File: src/core/lpc_cfg.svh
/*
  Constants for the LCD power, clock and mode control block: register
  offsets, command patterns, field positions, reset values and timing.
  Assumes it is included by its bare name from core/ sources.
*/
`ifndef LPC_CFG_SVH
`define LPC_CFG_SVH

// ==========================================================
// apb register offsets (byte addresses)
`define LPC_REG_CMD 8'h00
`define LPC_REG_MODE 8'h04
`define LPC_REG_STATUS 8'h08

// ==========================================================
// command patterns
`define LPC_PAT_MODE 4'h5
`define LPC_PAT_OSC 5'h03
`define LPC_PAT_STAT_LO 5'h0C
`define LPC_PAT_STAT_HI 5'h0D

// ==========================================================
// field positions inside the command byte
`define LPC_BIT_INVERT 2
`define LPC_BIT_SLEEP 1
`define LPC_BIT_DISP 0
`define LPC_BIT_RATE 2
`define LPC_BIT_CLKOUT 1
`define LPC_BIT_SRC 0

// ==========================================================
// reset values
`define LPC_RST_INVERT 1'b0
`define LPC_RST_SLEEP 1'b0
`define LPC_RST_DISP 1'b0
`define LPC_RST_RATE 1'b0
`define LPC_RST_CLKOUT 1'b0
`define LPC_RST_SRC 1'b0
`define LPC_RST_STATIC 6'h00

// ==========================================================
// timing: system clock, internal oscillator, pin prescaler
`define LPC_CLK_HZ 200000000
`define LPC_OSC_HZ 230000
// longest half period rounds down
`define LPC_OSC_HALF (`LPC_CLK_HZ / (2 * `LPC_OSC_HZ))
// pin clock is the oscillator divided by q = 24
`define LPC_PIN_DIV 24

`endif

File: src/core/lpc_pkg.sv
/*
  Types shared by the LCD power, clock and mode control block.
  Assumes nothing beyond a SystemVerilog compiler.
*/
package lpc_pkg;

  // ==========================================================
  // decoded command kinds
  typedef enum {
    LPC_CMD_NONE,
    LPC_CMD_MODE,
    LPC_CMD_OSC,
    LPC_CMD_STAT_LO,
    LPC_CMD_STAT_HI
  } lpc_cmd_t;

  // ==========================================================
  // per-channel output mode, encoding fixed by the command set
  typedef enum logic [1:0] {
    LPC_CH_LCD0 = 2'h0,
    LPC_CH_LCD1 = 2'h1,
    LPC_CH_STATIC = 2'h2,
    LPC_CH_PWM = 2'h3
  } lpc_chmode_t;

endpackage

File: src/core/lpc_cmd_decode.sv
/*
  Command byte classifier: tells which control command a byte is.
  Assumes a complete byte is presented; purely combinational.
*/
`timescale 1ns/1ps
`include "lpc_cfg.svh"

module lpc_cmd_decode
  import lpc_pkg::*;
(
  // command byte in
  input wire logic [7:0] cmdByte,
  // decoded kind out
  output lpc_pkg::lpc_cmd_t cmdKind
);

  // ==========================================================
  // fixed upper patterns select the command
  always_comb
  begin
    if (cmdByte[7:4] == `LPC_PAT_MODE)
      cmdKind = LPC_CMD_MODE;
    else if (cmdByte[7:3] == `LPC_PAT_OSC)
      cmdKind = LPC_CMD_OSC;
    else if (cmdByte[7:3] == `LPC_PAT_STAT_LO)
      cmdKind = LPC_CMD_STAT_LO;
    else if (cmdByte[7:3] == `LPC_PAT_STAT_HI)
      cmdKind = LPC_CMD_STAT_HI;
    else
      cmdKind = LPC_CMD_NONE;
  end

endmodule

File: src/core/lpc_mode_ctrl.sv
/*
  LCD power, clock and mode control, top level. Holds the mode,
  oscillator and static-level settings written as command bytes over
  APB, runs the internal oscillator, selects the timing source, drives
  the shared clock pin and gates LCD and general-purpose outputs.
  Assumes clk at 200 MHz, synchronous active-low resetn, and that the
  shared pin input and strobes are synchronous to clk.
*/
// Local design decisions: the register offsets and the APB interface to the registers.
// Contract
// - line mode cancels DC per line; frame mode over two frames
// - inversion select 0 line inversion (default), 1 frame inversion
// - sleep stops the internal oscillator
// - in sleep PWM channels drive their static level; static stays
// - sleep bit 1 of mode command ties LCD outputs low, stops oscillator
// - display off drives every backplane and segment low
// - display on bit has no effect on general-purpose outputs
// - display on change applies at once, no frame sync
// - oscillator command matches upper five bits fixed pattern
// - rate select 0 means 9.6 kHz external, 1 means 230 kHz
// - clock out enable 0 tristates pin, 1 outputs internal clock
// - source select 0 internal, 1 pin becomes external clock input
// - rate ignored on internal, clock out ignored on external
// - pin carries prescaled clock, static high during sleep
// - external input in sleep may be low, high or floating
// - internal oscillator nominal 230 kHz times LCD and PWM
// - PWM with 9.6 kHz external starts internal oscillator for PWM
`timescale 1ns/1ps
`include "lpc_cfg.svh"

module lpc_mode_ctrl
  import lpc_pkg::*;
(
  // clock and reset
  input wire logic clk,
  input wire logic resetn,
  // apb slave
  input wire logic psel,
  input wire logic penable,
  input wire logic pwrite,
  input wire logic [7:0] paddr,
  input wire logic [31:0] pwdata,
  output logic [31:0] prdata,
  output logic pready,
  output logic pslverr,
  // shared clock pin
  input wire logic sharedClockPinIn,
  output logic sharedClockPinOut,
  output logic sharedClockPinOe,
  // from pwm and waveform logic
  input wire logic pwmEnable,
  input wire logic [11:0] chanMode,
  input wire logic [5:0] pwmLevel,
  input wire logic lineStrobe,
  input wire logic frameStrobe,
  // timing and drive outputs
  output logic oscRunning,
  output logic lcdClkTick,
  output logic pwmClkTick,
  output logic lcdDriveEnable,
  output logic drivePolarity,
  output logic [5:0] gpOut
);

  import lpc_pkg::*;

  // ==========================================================
  // settings
  logic inversionSelect;
  logic sleepSelect;
  logic displayOn;
  logic extRateSelect;
  logic clockOutEnable;
  logic clockSourceSelect;
  logic [5:0] staticLevel;
  logic [7:0] lastCmd;

  // ==========================================================
  // bus decode
  logic busAccess;
  logic busTaken;
  logic addrHit;
  logic cmdWrite;
  lpc_cmd_t cmdKind;
  logic [7:0] cmdByte;

  assign busAccess = psel && penable;
  // the access completes at the edge where our pready is high
  assign busTaken = busAccess && pready;
  assign addrHit = (paddr == `LPC_REG_CMD) || (paddr == `LPC_REG_MODE) ||
                   (paddr == `LPC_REG_STATUS);
  assign cmdWrite = busTaken && pwrite && (paddr == `LPC_REG_CMD);
  assign cmdByte = pwdata[7:0];

  lpc_cmd_decode u_decode
  (
    .cmdByte(cmdByte),
    .cmdKind(cmdKind)
  );

  // one wait state on every access keeps pready a plain flop
  always_ff @(posedge clk)
  begin
    if (!resetn)
    begin
      pready <= 1'b0;
      pslverr <= 1'b0;
    end
    else
    begin
      pready <= busAccess && !pready;
      pslverr <= busAccess && !pready && !addrHit;
    end
  end

  // ==========================================================
  // command latch: only a full byte written is acted on
  always_ff @(posedge clk)
  begin
    if (!resetn)
    begin
      inversionSelect <= `LPC_RST_INVERT;
      sleepSelect <= `LPC_RST_SLEEP;
      displayOn <= `LPC_RST_DISP;
      extRateSelect <= `LPC_RST_RATE;
      clockOutEnable <= `LPC_RST_CLKOUT;
      clockSourceSelect <= `LPC_RST_SRC;
      staticLevel <= `LPC_RST_STATIC;
      lastCmd <= 8'h00;
    end
    else if (cmdWrite)
    begin
      lastCmd <= cmdByte;
      unique case (cmdKind)
        LPC_CMD_MODE:
        begin
          inversionSelect <= cmdByte[`LPC_BIT_INVERT];
          sleepSelect <= cmdByte[`LPC_BIT_SLEEP];
          displayOn <= cmdByte[`LPC_BIT_DISP];
        end
        LPC_CMD_OSC:
        begin
          extRateSelect <= cmdByte[`LPC_BIT_RATE];
          clockOutEnable <= cmdByte[`LPC_BIT_CLKOUT];
          clockSourceSelect <= cmdByte[`LPC_BIT_SRC];
        end
        LPC_CMD_STAT_LO:
          staticLevel[2:0] <= cmdByte[2:0];
        LPC_CMD_STAT_HI:
          staticLevel[5:3] <= cmdByte[2:0];
        LPC_CMD_NONE:
          staticLevel <= staticLevel;
      endcase
    end
  end

  // ==========================================================
  // read data, taken by the master on the completing edge
  always_ff @(posedge clk)
  begin
    if (!resetn)
      prdata <= 32'h00000000;
    else if (busAccess && !pready && !pwrite)
    begin
      if (paddr == `LPC_REG_CMD)
        prdata <= {24'h000000, lastCmd};
      else if (paddr == `LPC_REG_MODE)
        prdata <= {18'h00000, staticLevel, 2'h0, clockSourceSelect,
                   clockOutEnable, extRateSelect, inversionSelect,
                   sleepSelect, displayOn};
      else if (paddr == `LPC_REG_STATUS)
        prdata <= {27'h0000000, drivePolarity, lcdDriveEnable,
                   sharedClockPinOe, sharedClockPinOut, oscRunning};
      else
        prdata <= 32'h00000000;
    end
  end

  // ==========================================================
  // oscillator enable: off in sleep, on for internal source, and
  // forced on for pwm when the external clock is the slow one
  logic oscRun;
  logic oscTick;
  logic pinClk;

  assign oscRun = !sleepSelect &&
                  (!clockSourceSelect ||
                   (pwmEnable && !extRateSelect));

  lpc_osc_gen u_osc
  (
    .clk(clk),
    .resetn(resetn),
    .run(oscRun),
    .oscTick(oscTick),
    .pinClk(pinClk)
  );

  // ==========================================================
  // source select; pin edges are used only when awake, so a stuck
  // or floating input in sleep cannot produce ticks
  logic extPrev;
  logic extRise;
  logic srcTick;

  always_ff @(posedge clk)
  begin
    if (!resetn)
      extPrev <= 1'b0;
    else
      extPrev <= sharedClockPinIn;
  end

  assign extRise = sharedClockPinIn && !extPrev;
  assign srcTick = clockSourceSelect ?
                   (extRise && !sleepSelect) : oscTick;

  always_ff @(posedge clk)
  begin
    if (!resetn)
    begin
      oscRunning <= 1'b0;
      lcdClkTick <= 1'b0;
      pwmClkTick <= 1'b0;
    end
    else
    begin
      oscRunning <= oscRun;
      lcdClkTick <= srcTick;
      // pwm needs the fast clock; slow external hands it the oscillator
      pwmClkTick <= (clockSourceSelect && !extRateSelect) ?
                    oscTick : srcTick;
    end
  end

  // ==========================================================
  // shared clock pin: output only on internal source with enable
  always_ff @(posedge clk)
  begin
    if (!resetn)
    begin
      sharedClockPinOe <= 1'b0;
      sharedClockPinOut <= 1'b0;
    end
    else
    begin
      sharedClockPinOe <= clockOutEnable && !clockSourceSelect;
      sharedClockPinOut <= sleepSelect ? 1'b1 : pinClk;
    end
  end

  // ==========================================================
  // lcd gating and dc compensation polarity; display on is applied
  // at once, so flashing it can leave dc on the glass
  always_ff @(posedge clk)
  begin
    if (!resetn)
      lcdDriveEnable <= 1'b0;
    else
      lcdDriveEnable <= displayOn && !sleepSelect;
  end

  always_ff @(posedge clk)
  begin
    if (!resetn)
      drivePolarity <= 1'b0;
    else if (inversionSelect ? frameStrobe : lineStrobe)
      drivePolarity <= ~drivePolarity;
  end

  // ==========================================================
  // general-purpose outputs, independent of display on
  for (genvar ch = 0; ch < 6; ch++)
  begin : g_chan
    lpc_chmode_t mode;
    assign mode = lpc_chmode_t'(chanMode[2*ch +: 2]);
    always_ff @(posedge clk)
    begin
      if (!resetn)
        gpOut[ch] <= 1'b0;
      else if (mode == LPC_CH_STATIC)
        gpOut[ch] <= staticLevel[ch];
      else if (mode == LPC_CH_PWM)
        gpOut[ch] <= sleepSelect ? staticLevel[ch] : pwmLevel[ch];
      else
        gpOut[ch] <= 1'b0;
    end
  end

  // ==========================================================
  // checks
  a_sleep_osc_off: assert property (@(posedge clk) disable iff (!resetn)
    sleepSelect |=> !oscRunning)
    else $error("oscillator running in sleep");

  a_display_gate: assert property (@(posedge clk) disable iff (!resetn)
    !displayOn || sleepSelect |=> !lcdDriveEnable)
    else $error("lcd outputs driven while off or asleep");

  a_sleep_pwm_static: assert property (@(posedge clk)
    disable iff (!resetn)
    sleepSelect && chanMode[3:2] == 2'h3 |=>
    gpOut[1] == $past(staticLevel[1]))
    else $error("pwm channel not static in sleep");

  a_osc_cmd_apply: assert property (@(posedge clk) disable iff (!resetn)
    cmdWrite && cmdByte[7:3] == 5'h03 |=>
    clockSourceSelect == $past(cmdByte[0]) &&
    extRateSelect == $past(cmdByte[2]))
    else $error("oscillator command not applied next cycle");

  a_pin_sleep_high: assert property (@(posedge clk) disable iff (!resetn)
    sleepSelect && clockOutEnable && !clockSourceSelect |=>
    sharedClockPinOut && sharedClockPinOe)
    else $error("shared pin not static high in sleep");

  a_pin_ext_input: assert property (@(posedge clk) disable iff (!resetn)
    clockSourceSelect |=> !sharedClockPinOe)
    else $error("shared pin driven with external source");

  a_auto_osc_pwm: assert property (@(posedge clk) disable iff (!resetn)
    !sleepSelect && clockSourceSelect && !extRateSelect && pwmEnable
    |=> oscRunning)
    else $error("oscillator not started for pwm");

  a_ext_sleep_quiet: assert property (@(posedge clk) disable iff (!resetn)
    sleepSelect && clockSourceSelect |=> !lcdClkTick)
    else $error("external pin ticks in sleep");

  a_frame_polarity: assert property (@(posedge clk) disable iff (!resetn)
    inversionSelect && !frameStrobe |=> $stable(drivePolarity))
    else $error("polarity changed within a frame");

endmodule

File: src/core/lpc_osc_gen.sv
/*
  Internal oscillator model: a divider of the system clock that gives
  one tick per nominal oscillator period and a prescaled pin clock.
  Assumes clk at 200 MHz; run low stops and clears everything.
*/
`timescale 1ns/1ps
`include "lpc_cfg.svh"

module lpc_osc_gen
(
  // clock and reset
  input wire logic clk,
  input wire logic resetn,
  // control
  input wire logic run,
  // outputs
  output logic oscTick,
  output logic pinClk
);

  localparam int HALF = `LPC_OSC_HALF;
  localparam int PERIOD = 2 * HALF;
  localparam int PIN_HALF = `LPC_PIN_DIV / 2;

  logic [10:0] divCnt;
  logic [4:0] preCnt;

  // ==========================================================
  // period divider: a tick every full oscillator period
  always_ff @(posedge clk)
  begin
    if (!resetn || !run)
    begin
      divCnt <= 11'h000;
      oscTick <= 1'b0;
    end
    else if (divCnt == 11'(PERIOD - 1))
    begin
      divCnt <= 11'h000;
      oscTick <= 1'b1;
    end
    else
    begin
      divCnt <= divCnt + 11'h001;
      oscTick <= 1'b0;
    end
  end

  // ==========================================================
  // prescaler: pin clock toggles every twelve periods (/24)
  always_ff @(posedge clk)
  begin
    if (!resetn || !run)
    begin
      preCnt <= 5'h00;
      pinClk <= 1'b0;
    end
    else if (oscTick)
    begin
      if (preCnt == 5'(PIN_HALF - 1))
      begin
        preCnt <= 5'h00;
        pinClk <= ~pinClk;
      end
      else
        preCnt <= preCnt + 5'h01;
    end
  end

  a_tick_spacing: assert property (@(posedge clk) disable iff (!resetn)
    run && oscTick |=> !oscTick [*8])
    else $error("oscillator ticks too close together");

endmodule

File: config.mk
export PLATFORM = sky130hd
export DESIGN_NAME = lpc_mode_ctrl
export DESIGN_NICKNAME = d
export VERILOG_FILES = /design/src/core/lpc_pkg.sv /design/src/core/lpc_cmd_decode.sv /design/src/core/lpc_mode_ctrl.sv /design/src/core/lpc_osc_gen.sv
export VERILOG_INCLUDE_DIRS = /design/src /design/src/core
export SDC_FILE = /design/constraint.sdc
export NUM_CORES = 1
export LEC_CHECK = 0
export BUFFER_PORTS_ARGS = -buffer_cell sky130_fd_sc_hd__buf_2
export CORE_MARGIN = 8
export CORE_UTILIZATION = 50
export CTS_CLUSTER_DIAMETER = 30
export DETAILED_ROUTE_END_ITERATION = 6
export PLACE_DENSITY = 0.92
export SKIP_LAST_GASP = 1
export SLEW_MARGIN = 0
export SYNTH_ARGS = -nofsm -noshare
export SYNTH_HDL_FRONTEND = slang
export SYNTH_SLANG_ARGS = --single-unit
File: constraint.sdc
create_clock -name clk -period 4.2 [get_ports clk]
set_input_delay 0.84 -clock clk [delete_from_list [all_inputs] [get_ports clk]]
set_output_delay 0.84 -clock clk [all_outputs]
set_load 0.005 [all_outputs]
==> results.ini, run 1 <==
[place]
globalplace.congestion = 0.822
dp_hpwl_mm = 5.26
place_area_sq_um = 3290
io_buffers = 71

[clock_network]
cts.sinks = 68
clkTransAtPathRegs_ps = 80
cts-root-buf = clkbuf_8
holdBufCountCts = 0
post_cts_resize_count = 0
numCtsBuffers = 9
htree_levels = 3
cts_setup_buffers = 0
clockBufferDepth = 2
tritoncts = done
insertion_delay_ps = 350

[sta]
drv_slew = 0
clock.fmax_ghz = 0.409
rsz0062_at_grt = false
finalHoldViolations = 0
worst_pin_slew_ps = 999
post-route-min-period_ps = 2450
finalClockSkew_ps = 7.40
finalSetupViolCount = 0
setup_tns_ps = 0
final.period_utilization_pct = 58.3
slew_headroom_pct = 32.9

[layout]
area_delta_synth_final_pct = 18.5
multi_input_area_sq_um = 1440
fillers = 485
n_antenna_cell = 0
seqCellArea_sq_um = 1360
drive_gt1_share_pct = 23.6
nets = 467
final_area_sq_um = 3520

[power]
pwr-share-comb_pct = 5.9
p_sw_share_pct = 23.0
pwr_density_cell_nw_per_um2 = 383
power_frac_clock_pct = 45.4
seqPwrFrac_pct = 48.7
p_leak_nw = 1.47
vdd_ir_drop_max_uv = 186
p_int_mw = 1.04
switching_power_mw = 0.309

[setup_path]
slowest_delay_ps = 700
crit_top_cell = or4_1
crit_path_top_delay_cell = or4_1
r2r_slack_ps = 2070
endpoint_kind = register
path_max_fanout = 7
path_cells = buf_2, or4_1, or4_1, o21ai_0, a21oi_1
worstReg2RegStart = pready
reg2reg_depth = 4
crit_type = in2reg
cp.required_ps = 4390
cp-start-kind = input port
worstPathArrival_ps = 2640
r2r_end = prdata[8]

[yosys]
synth_top_area_cell = dfxtp_1
synth_fa_ha_area_share_pct = 0.843
synthArstFlopShare_pct = 0
yosysMostFrequentCell = dfxtp_1
synth_cell_types = 38
postSynthAreaPerCell_sq_um = 9.02
synthSimpleGateAreaFrac_pct = 24.8
synthesis.area_sq_um = 2970
synth_edf_count = 0
yosys_warnings = 0
ys_top_cells_by_area = dfxtp_1 46%, mux2i_1 8.1%, nor2_1 6.1%
yosys.area.top_type_share_pct = 45.8
synth_top_family_by_area = simple AND/OR/NAND/NOR gates
netlist_instances = 329
synthTopCellsByCount = 68 x dfxtp_1, 48 x nor2_1, 34 x nand2_1
ys_seq_elements = 68
synth-xor-area-share_pct = 4.42
synth_compound_area_share_pct = 8.05
seq_area_frac_synth_pct = 45.8
ys.flop_type = dfxtp_1
muxShareOfSynthArea_pct = 8.09

[floorplan]
core-area_sq_um = 5820
row_count = 28
top_level_ports = 114
die_w_microns = 93.1
die_area_sq_um = 8660
die_y_microns = 93.1
start_util_pct = 51.1

[global_route]
grt.total_usage_pct = 16.5
grt_max_degree = 34
grt_pass1_wl_mm = 11.3
overflow = 0
antenna_found_initial = 0
first_global_vias = 2456

[route]
dr.pass1.iters = 4
drc_errors = 0
detail_route.wl_per_cell_microns = 14.5
antenna_left = 0
dr_total_vias = 2481
viasPerCell = 5.19
drt_iter0_markers = 102
routed_wl_mm = 6.95

[worst_hold_path]
whs_path_depth = 2
hp-class = reg2reg
hold_path_end = prdata[1]
holdCritStartpoint = prdata[1]

[status]
status = complete, no violations

[flow_run]
maxCapViolCount = 0

[layout by cell type (no fill, tap or decap), types with 7 or more instances in the layout]
cell / count
buf_2: 71
dfxtp_1: 68
nor2_1: 48
nand2_1: 34
mux2i_1: 24
conb_1: 18
a21oi_1: 14
nor2b_1: 13
inv_1: 10
clkbuf_8: 10
nand4_1: 9
xnor2_1: 9
o21ai_0: 7
[power by group through the flow]
stage               Sequential [mW]  Combinational, mW  Clock [mW]
finish                        0.656             0.0799       0.612
global route                  0.657             0.0889       0.660
CTS                           0.656             0.0795       0.625
detailed placement            0.671             0.0791           0
global placement              0.671             0.0760           0
floorplan                     0.670             0.0565           0
[worst max-delay path: cells and delay by family]
family | cells | cell delay, ps
AO/OA/AOI/OAI | 2 | 330
buffers and inverters | 1 | 90
AND/OR/NAND/NOR | 2 | 1380
[metrics by stage]
| step | instances | util, % | power [mW] | setup slack, ps | hold WS (ps) |
|---|---|---|---|---|---|
| 2_1_floorplan | 346 | - | 0.727 | 1590 | 430 |
| 3_3_place_gp | 462 | 56.5 | 0.746 | 1430 | 437 |
| 3_5_place_dp | 462 | 56.5 | 0.750 | 1380 | 443 |
| 4_1_cts | 478 | 60.5 | 1.36 | 1760 | 452 |
| 5_1_grt | 478 | 60.5 | 1.41 | 1570 | 462 |
| 6_report | 478 | 60.5 | 1.35 | 1750 | 451 |
[registers in the layout, indices dropped and copies added, names as in the netlist, 5 cells and up]
signal and cells:
gpOut 6, lastCmd 8, prdata 14, staticLevel 6, u_osc.divCnt 11, u_osc.preCnt 5
[routing by layer]
metal,part of all wire [%],track usage (%),up-vias
met5,0,0,-
met4,2.1,8.46,0
met3,9.3,6.25,15
met2,51,28.7,89
met1,38,16.8,1147
li1,-,-,1230
[layout make-up]
class	instances	area share (%)
multi-input cells	238	40.9
flip-flops and latches	68	38.7
repair buffers	71	10.1
clock buffers	10	3.91
clock inverters	6	2.67
well taps	75	2.67
inverters	10	1.07
[kinds of logic (layout without fill, tap and decap cells)]
group / Yosys count / after routing
buf+inv: 40 / 97
xor+xnor: 15 / 15
other cells: 1 / 18
mux: 24 / 24
flops: 68 / 68
simple gates: 140 / 140
compound gates: 39 / 39
fa+ha+maj: 2 / 2
[worst max-delay path by stage]
stage | to | cells after the start | slack [ps] | start
2_1_floorplan | clockOutEnable | 5 | 1590 | paddr[5]
3_3_place_gp | clockOutEnable | 5 | 1430 | paddr[5]
3_5_place_dp | clockOutEnable | 5 | 1380 | paddr[5]
4_1_cts | staticLevel[2] | 5 | 1760 | paddr[5]
5_1_grt | prdata[5] | 5 | 1570 | pwrite
6_report | staticLevel[2] | 5 | 1750 | paddr[5]
Power figures use the tool's default switching activity.
==> run 2: changes to the inputs <==
--- a/config.mk
+++ b/config.mk
@@ -8,10 +8,10 @@
 export LEC_CHECK = 0
 export BUFFER_PORTS_ARGS = -buffer_cell sky130_fd_sc_hd__buf_2
 export CORE_MARGIN = 8
-export CORE_UTILIZATION = 50
+export CORE_UTILIZATION = 49
 export CTS_CLUSTER_DIAMETER = 30
 export DETAILED_ROUTE_END_ITERATION = 6
-export PLACE_DENSITY = 0.92
+export PLACE_DENSITY = 0.91
 export SKIP_LAST_GASP = 1
 export SLEW_MARGIN = 0
 export SYNTH_ARGS = -nofsm -noshare
==> constraint.sdc (replaced) <==
create_clock -name clk -period 2.54 [get_ports clk]
set_input_delay 0.508 -clock clk [delete_from_list [all_inputs] [get_ports clk]]
set_output_delay 0.508 -clock clk [all_outputs]
set_load 0.005 [all_outputs]
==> run 2 against run 1 <==
Net effect:
- hold slack lost 60 ps
- final cell count is 2.1% higher
- clock power increased by 25%
- sequential share of layout area decreased by 0.14 points
- register-to-register slack lost 1500 ps
- global-route usage about the same
- count of clock-buffer cells in the layout is 1 higher
- worst setup slack worse by 1300 ps
- largest cell class unchanged
- routed wire length rose by 3.7%
- non-clock buffer count grew 10
- highest routed layer unchanged
==> results.ini, run 2 (same netlist as run 1, synthesis figures left out) <==
[clock_network]
clockBufferDepth = 2  ; unchanged
post_cts_resize_count = 0  ; unchanged
cts_setup_buffers = 0  ; unchanged
htree_levels = 3  ; unchanged
insertion_delay_ps = 340  ; about the same
holdBufCountCts = 0  ; unchanged
clkTransAtPathRegs_ps = 80  ; about the same
tritoncts = done
numCtsBuffers = 9  ; unchanged
cts-root-buf = clkbuf_8
cts.sinks = 68  ; unchanged

[layout]
nets = 477  ; +2.1%
regMostFlops = prdata
fillers = 498  ; +2.7%
reg_top3 = prdata x14, u_osc.divCnt x11, lastCmd x8
final_area_sq_um = 3530  ; +0.36%
area_delta_synth_final_pct = 18.9
layout_commonest_cell = buf_2
seqCellArea_sq_um = 1360  ; unchanged
multi_input_area_sq_um = 1440  ; unchanged
final_cell_mix = 71 x buf_2, 68 x dfxtp_1, 48 x nor2_1, 34 x nand2_1, 24 x mux2i_1
n_antenna_cell = 0  ; unchanged
drive_gt1_share_pct = 25.2  ; +1.6 points
largest_reg_flops = 14  ; unchanged

[floorplan]
die_w_microns = 93.8  ; +0.84%
top_level_ports = 114  ; unchanged
die_y_microns = 93.8  ; +0.84%
die_area_sq_um = 8810  ; +1.7%
core-area_sq_um = 5890  ; +1.2%
start_util_pct = 50.4  ; -0.61 points
row_count = 28  ; unchanged

[place]
dp_hpwl_mm = 5.40  ; +2.8%
place_area_sq_um = 3360  ; +2.3%
globalplace.congestion = 0.834  ; +1.5%
io_buffers = 71  ; unchanged

[route]
dr.pass1.iters = 4  ; unchanged
detail_route.wl_per_cell_microns = 14.8  ; +1.6%
antenna_left = 0  ; unchanged
dr_total_vias = 2552  ; +2.9%
viasPerCell = 5.23  ; +0.75%
routed_wl_mm = 7.21  ; +3.7%
drt_iter0_markers = 173  ; +70%
drc_errors = 0  ; unchanged

[worst_hold_path]
hp-class = in2reg
holdCritStartpoint = chanMode[7]

[power]
pwr_density_cell_nw_per_um2 = 563  ; +47%
power_mw = 1.99  ; +47%
p_leak_nw = 1.49  ; +1.7%
vdd_ir_drop_max_uv = 294  ; +58%

[sta]
post-route-min-period_ps = 2080
setup_tns_ps = 0  ; unchanged
drv_slew = 0  ; unchanged
finalHoldViolations = 0  ; unchanged
finalClockSkew_ps = 8.07  ; +0.671 ps
clock.fmax_ghz = 0.480
worst_pin_slew_ps = 594  ; -404 ps
final.period_utilization_pct = 82.0
finalSetupViolCount = 0  ; unchanged
rsz0062_at_grt = false
slew_headroom_pct = 60.1  ; +27 points

[setup_path]
cp.required_ps = 2800  ; -1590 ps
worstPathArrival_ps = 2340  ; -300 ps
worstReg2RegStart = pready
path_max_fanout = 4  ; -3
endpoint_kind = register
crit_type = in2reg
cp-startpoint = paddr[5]
cp-start-kind = input port

[global_route]
first_global_vias = 2584  ; +5.2%
overflow = 0  ; unchanged
grt.total_usage_pct = 16.5  ; about the same
antenna_found_initial = 0  ; unchanged
grt_max_degree = 33  ; -2.9%
grt_pass1_wl_mm = 11.7  ; +3.0%

[flow_run]
maxCapViolCount = 0  ; unchanged

[status]
status = complete, no violations

==> run 2: worst paths after layout <==
path | slack (ps) | endpoint | depth (start not counted)
worst min-delay path | 390 | gpOut[3] | 3
worst max-delay path | 460 | clockOutEnable | 5
worst min register to register | 450 | prdata[6] | 2
worst max register to register | 590 | staticLevel[3] | 4
==> run 2: metrics by stage <==
step | setup slack (ps) | cells | util, % | hold slack, ps
final | 457 | 488 | 60.0 | 392
after global routing | 370 | 488 | 60.0 | 382
after CTS | 484 | 488 | 60.0 | 376
after detailed placement | 120 | 472 | 57.1 | 445
after global placement | 197 | 472 | 57.1 | 439
after floorplan | 258 | 346 | - | 430
==> run 2: area by class of cell <==
class | count | share of cell area [%]
inverter | 10 | 1.06
tap | 75 | 2.66
sequential | 68 | 38.6
multi-input combinational | 238 | 40.8
clock inverter | 5 | 0.780
clock buffer | 11 | 4.00
timing repair buffer | 81 | 12.2
==> run 2: report_power, final <==
part           internal, mW  switching (mW)
clock                 0.374           0.388
sequential             1.08         0.00801
combinational        0.0580          0.0809
total                  1.51           0.477
==> run 2: per-layer routing <==
metal | vias up | part of all wire, % | GRT usage [%] | wire, microns
met4 | 0 | 1.5 | 6.08 | 108
met1 | 1188 | 39 | 17.6 | 2800
met3 | 15 | 10 | 6.00 | 724
li1 | 1247 | - | - | -
met5 | - | 0 | 0 | 0
met2 | 102 | 50 | 28.9 | 3580
==> run 2: critical path: stages <==
cell and delay, ps:
buf_2 90, or4_1 600, or4_4 590, nor4_4 280
mux2i_1 260
==> run 3: changes to the inputs <==
--- a/config.mk
+++ b/config.mk
@@ -6,6 +6,7 @@
 export SDC_FILE = /design/constraint.sdc
 export NUM_CORES = 1
 export LEC_CHECK = 0
+export ABC_AREA = 1
 export BUFFER_PORTS_ARGS = -buffer_cell sky130_fd_sc_hd__buf_2
 export CORE_MARGIN = 8
 export CORE_UTILIZATION = 49
==> constraint.sdc (replaced) <==
create_clock -name clk -period 2.1 [get_ports clk]
set_input_delay 0.42 -clock clk [delete_from_list [all_inputs] [get_ports clk]]
set_output_delay 0.42 -clock clk [all_outputs]
set_load 0.005 [all_outputs]
==> run 3 against run 2 <==
Net effect:
- clock power increased by 61%
- die area grew 0.29%
- power rose by 36%
- synthesized cell count is 21% higher
- largest cell class is now flip-flops and latches
==> results.ini, run 3 <==
[layout]
largest_reg_flops = 14  ; unchanged
reg_top3 = prdata x14, u_osc.divCnt x11, lastCmd x8
seqCellArea_sq_um = 1360  ; unchanged
final_cell_mix = 71 x buf_2, 68 x dfxtp_1, 66 x nand2_1, 51 x a21oi_1, 46 x inv_1
area_delta_synth_final_pct = 19.9
n_antenna_cell = 0  ; unchanged
nets = 542  ; +14%
regMostFlops = prdata
fillers = 534  ; +7.2%
multi_input_area_sq_um = 1320  ; -8.3%
layout_commonest_cell = buf_2
drive_gt1_share_pct = 21.1  ; -4.1 points

[status]
status = complete, no violations

[global_route]
antenna_found_initial = 0  ; unchanged
grt_max_degree = 26  ; -21%
overflow = 0  ; unchanged
grt_pass1_wl_mm = 12.0  ; +3.1%
first_global_vias = 2802  ; +8.4%
grt.total_usage_pct = 17.0  ; +0.51 points

[setup_path]
cp.required_ps = 2380  ; -420 ps
reg2reg_depth = 7  ; +3
endpoint_kind = register
worstReg2RegStart = pready
crit_path_top_delay_cell = clkinv_1
r2r_slack_ps = 500  ; -90 ps
cp-start-kind = register
crit_top_cell = a21oi_1
cp-startpoint = pready
slowest_delay_ps = 450  ; -150 ps
path_cells = inv_1, nand3_1, nor2_1, clkinv_1, a21oi_1, nand2_1, a21oi_1
path_max_fanout = 19  ; +15
setup.worst_path.end = prdata[1]
r2r_end = prdata[1]
crit_type = reg2reg
worstPathArrival_ps = 1880  ; -460 ps

[sta]
final.period_utilization_pct = 76.4
worst_pin_slew_ps = 582  ; -12.3 ps
finalHoldViolations = 0  ; unchanged
finalSetupViolCount = 0  ; unchanged
drv_slew = 0  ; unchanged
slew_headroom_pct = 61.0  ; +0.94 points
setup_tns_ps = 0  ; unchanged
finalClockSkew_ps = 12.8  ; +4.75 ps
clock.fmax_ghz = 0.624
post-route-min-period_ps = 1600
rsz0062_at_grt = false

[route]
dr_total_vias = 2848  ; +12%
routed_wl_mm = 7.45  ; +3.3%
drc_errors = 0  ; unchanged
dr.pass1.iters = 4  ; unchanged
drt_iter0_markers = 170  ; -1.7%
detail_route.wl_per_cell_microns = 13.5  ; -8.9%
viasPerCell = 5.15  ; -1.5%
antenna_left = 0  ; unchanged

[yosys]
seq_area_frac_synth_pct = 45.7  ; -0.15 points
netlist_instances = 398  ; +21%
yosys.area.top_type_share_pct = 45.7  ; -0.15 points
synth_edf_count = 0  ; unchanged
ys.flop_type = dfxtp_1
ys_seq_elements = 68  ; unchanged
postSynthAreaPerCell_sq_um = 7.49  ; -17%
synthesis.area_sq_um = 2980  ; +0.34%
ys_top_cells_by_area = dfxtp_1 46%, a21oi_1 8.6%, nand2_1 8.3%
synth_top_area_cell = dfxtp_1
yosys_warnings = 0  ; unchanged
yosysMostFrequentCell = dfxtp_1
synthArstFlopShare_pct = 0  ; unchanged
synthTopCellsByCount = 68 x dfxtp_1, 66 x nand2_1, 51 x a21oi_1
synth_cell_types = 30  ; -21%

[floorplan]
die_area_sq_um = 8830  ; +0.29%
top_level_ports = 114  ; unchanged
start_util_pct = 50.6  ; +0.17 points
die_y_microns = 94.0  ; +0.14%
row_count = 28  ; unchanged
core-area_sq_um = 5890  ; unchanged
die_w_microns = 94.0  ; +0.14%

[clock_network]
cts-root-buf = clkbuf_8
holdBufCountCts = 0  ; unchanged
cts_setup_buffers = 0  ; unchanged
insertion_delay_ps = 340  ; about the same
htree_levels = 3  ; unchanged
clkTransAtPathRegs_ps = 80  ; about the same
tritoncts = done
clockBufferDepth = 2  ; unchanged
post_cts_resize_count = 0  ; unchanged
numCtsBuffers = 9  ; unchanged
cts.sinks = 68  ; unchanged

[place]
dp_hpwl_mm = 5.57  ; +3.1%
globalplace.congestion = 0.855  ; +2.5%
io_buffers = 71  ; unchanged

[power]
p_leak_nw = 1.62  ; +8.8%
power_mw = 2.70  ; +36%
pwr_density_cell_nw_per_um2 = 757  ; +34%
vdd_ir_drop_max_uv = 449  ; +53%

[flow_run]
maxCapViolCount = 0  ; unchanged

[worst_hold_path]
hp-class = in2reg

run 3: changes by cell type after synthesis, sizes merged, moves of 6 or more:
cell	change
xnor2	-7
mux2i	-23
nand4	-7
nand2	+35
a22oi	-6
a21oi	+37
inv	+38
nand3	+40
o21ai	+12
or4	-6
nor2b	-13
nor2	-12
run 3: layer usage:
metal  track usage [%]  wire length [microns]  vias to the layer above
met4              10.3                    258                        0
li1                  -                      -                     1416
met3              5.76                    769                       27
met2              27.5                   3450                      133
met1              18.8                   2970                     1272
met5                 0                      0                        -
run 3: worst min-delay path by stage:
stage	from	end	slack [ps]	cells past startpoint
2_1_floorplan	u_osc.divCnt[0]	u_osc.divCnt[0]	420	1
3_3_place_gp	u_osc.divCnt[0]	u_osc.divCnt[0]	430	1
3_5_place_dp	u_osc.divCnt[0]	u_osc.divCnt[0]	450	1
4_1_cts	sharedClockPinIn	extPrev	280	3
5_1_grt	sharedClockPinIn	extPrev	320	3
6_report	sharedClockPinIn	extPrev	290	3
run 3: kinds of logic (layout without fill, tap and decap cells):
group	count (synthesis)	count (layout)	synth area share (%)
and+or+nand+nor	166	166	25.3
AOI/OAI and AO/OA	79	79	14.0
buffers and inverters	76	139	12.2
DFF	68	68	45.7
xor gates and xnor gates	5	5	1.47
adders and majority gates	2	2	0.840
other	1	18	0.126
muxes	1	1	0.336
run 3: layout make-up:
type | instances | share of cell area, %
Sequential cell | 68 | 38.1
Multi-Input combinational cell | 271 | 36.9
Timing Repair Buffer | 74 | 10.6
Inverter | 49 | 5.15
Clock buffer | 11 | 4.24
Tap cell | 75 | 2.63
Clock inverter | 5 | 2.35
run 3: report_power, final:
group          internal [mW]  total (mW)  switching [mW]
Combinational         0.0606       0.158          0.0970
Sequential              1.30        1.31         0.00770
Clock                  0.735        1.23           0.498
run 3: through the flow:
step / hold slack, ps / utilization, % / area (sq um) / setup WS, ps / std cells
floorplan: 418 / - / 3040 / 753 / 415
global placement: 428 / 56.7 / 3340 / 423 / 537
detailed placement: 445 / 56.7 / 3340 / 346 / 537
CTS: 277 / 60.7 / 3570 / 503 / 553
global route: 322 / 60.7 / 3570 / 319 / 553
finish: 294 / 60.7 / 3570 / 497 / 553
run 3: worst max-delay path: cells and delay by family, from the launching register on:
family | cells | cell delay [ps]
compound gates | 2 | 420
buf+inv | 2 | 500
flops | 1 | 320
simple gates | 3 | 310
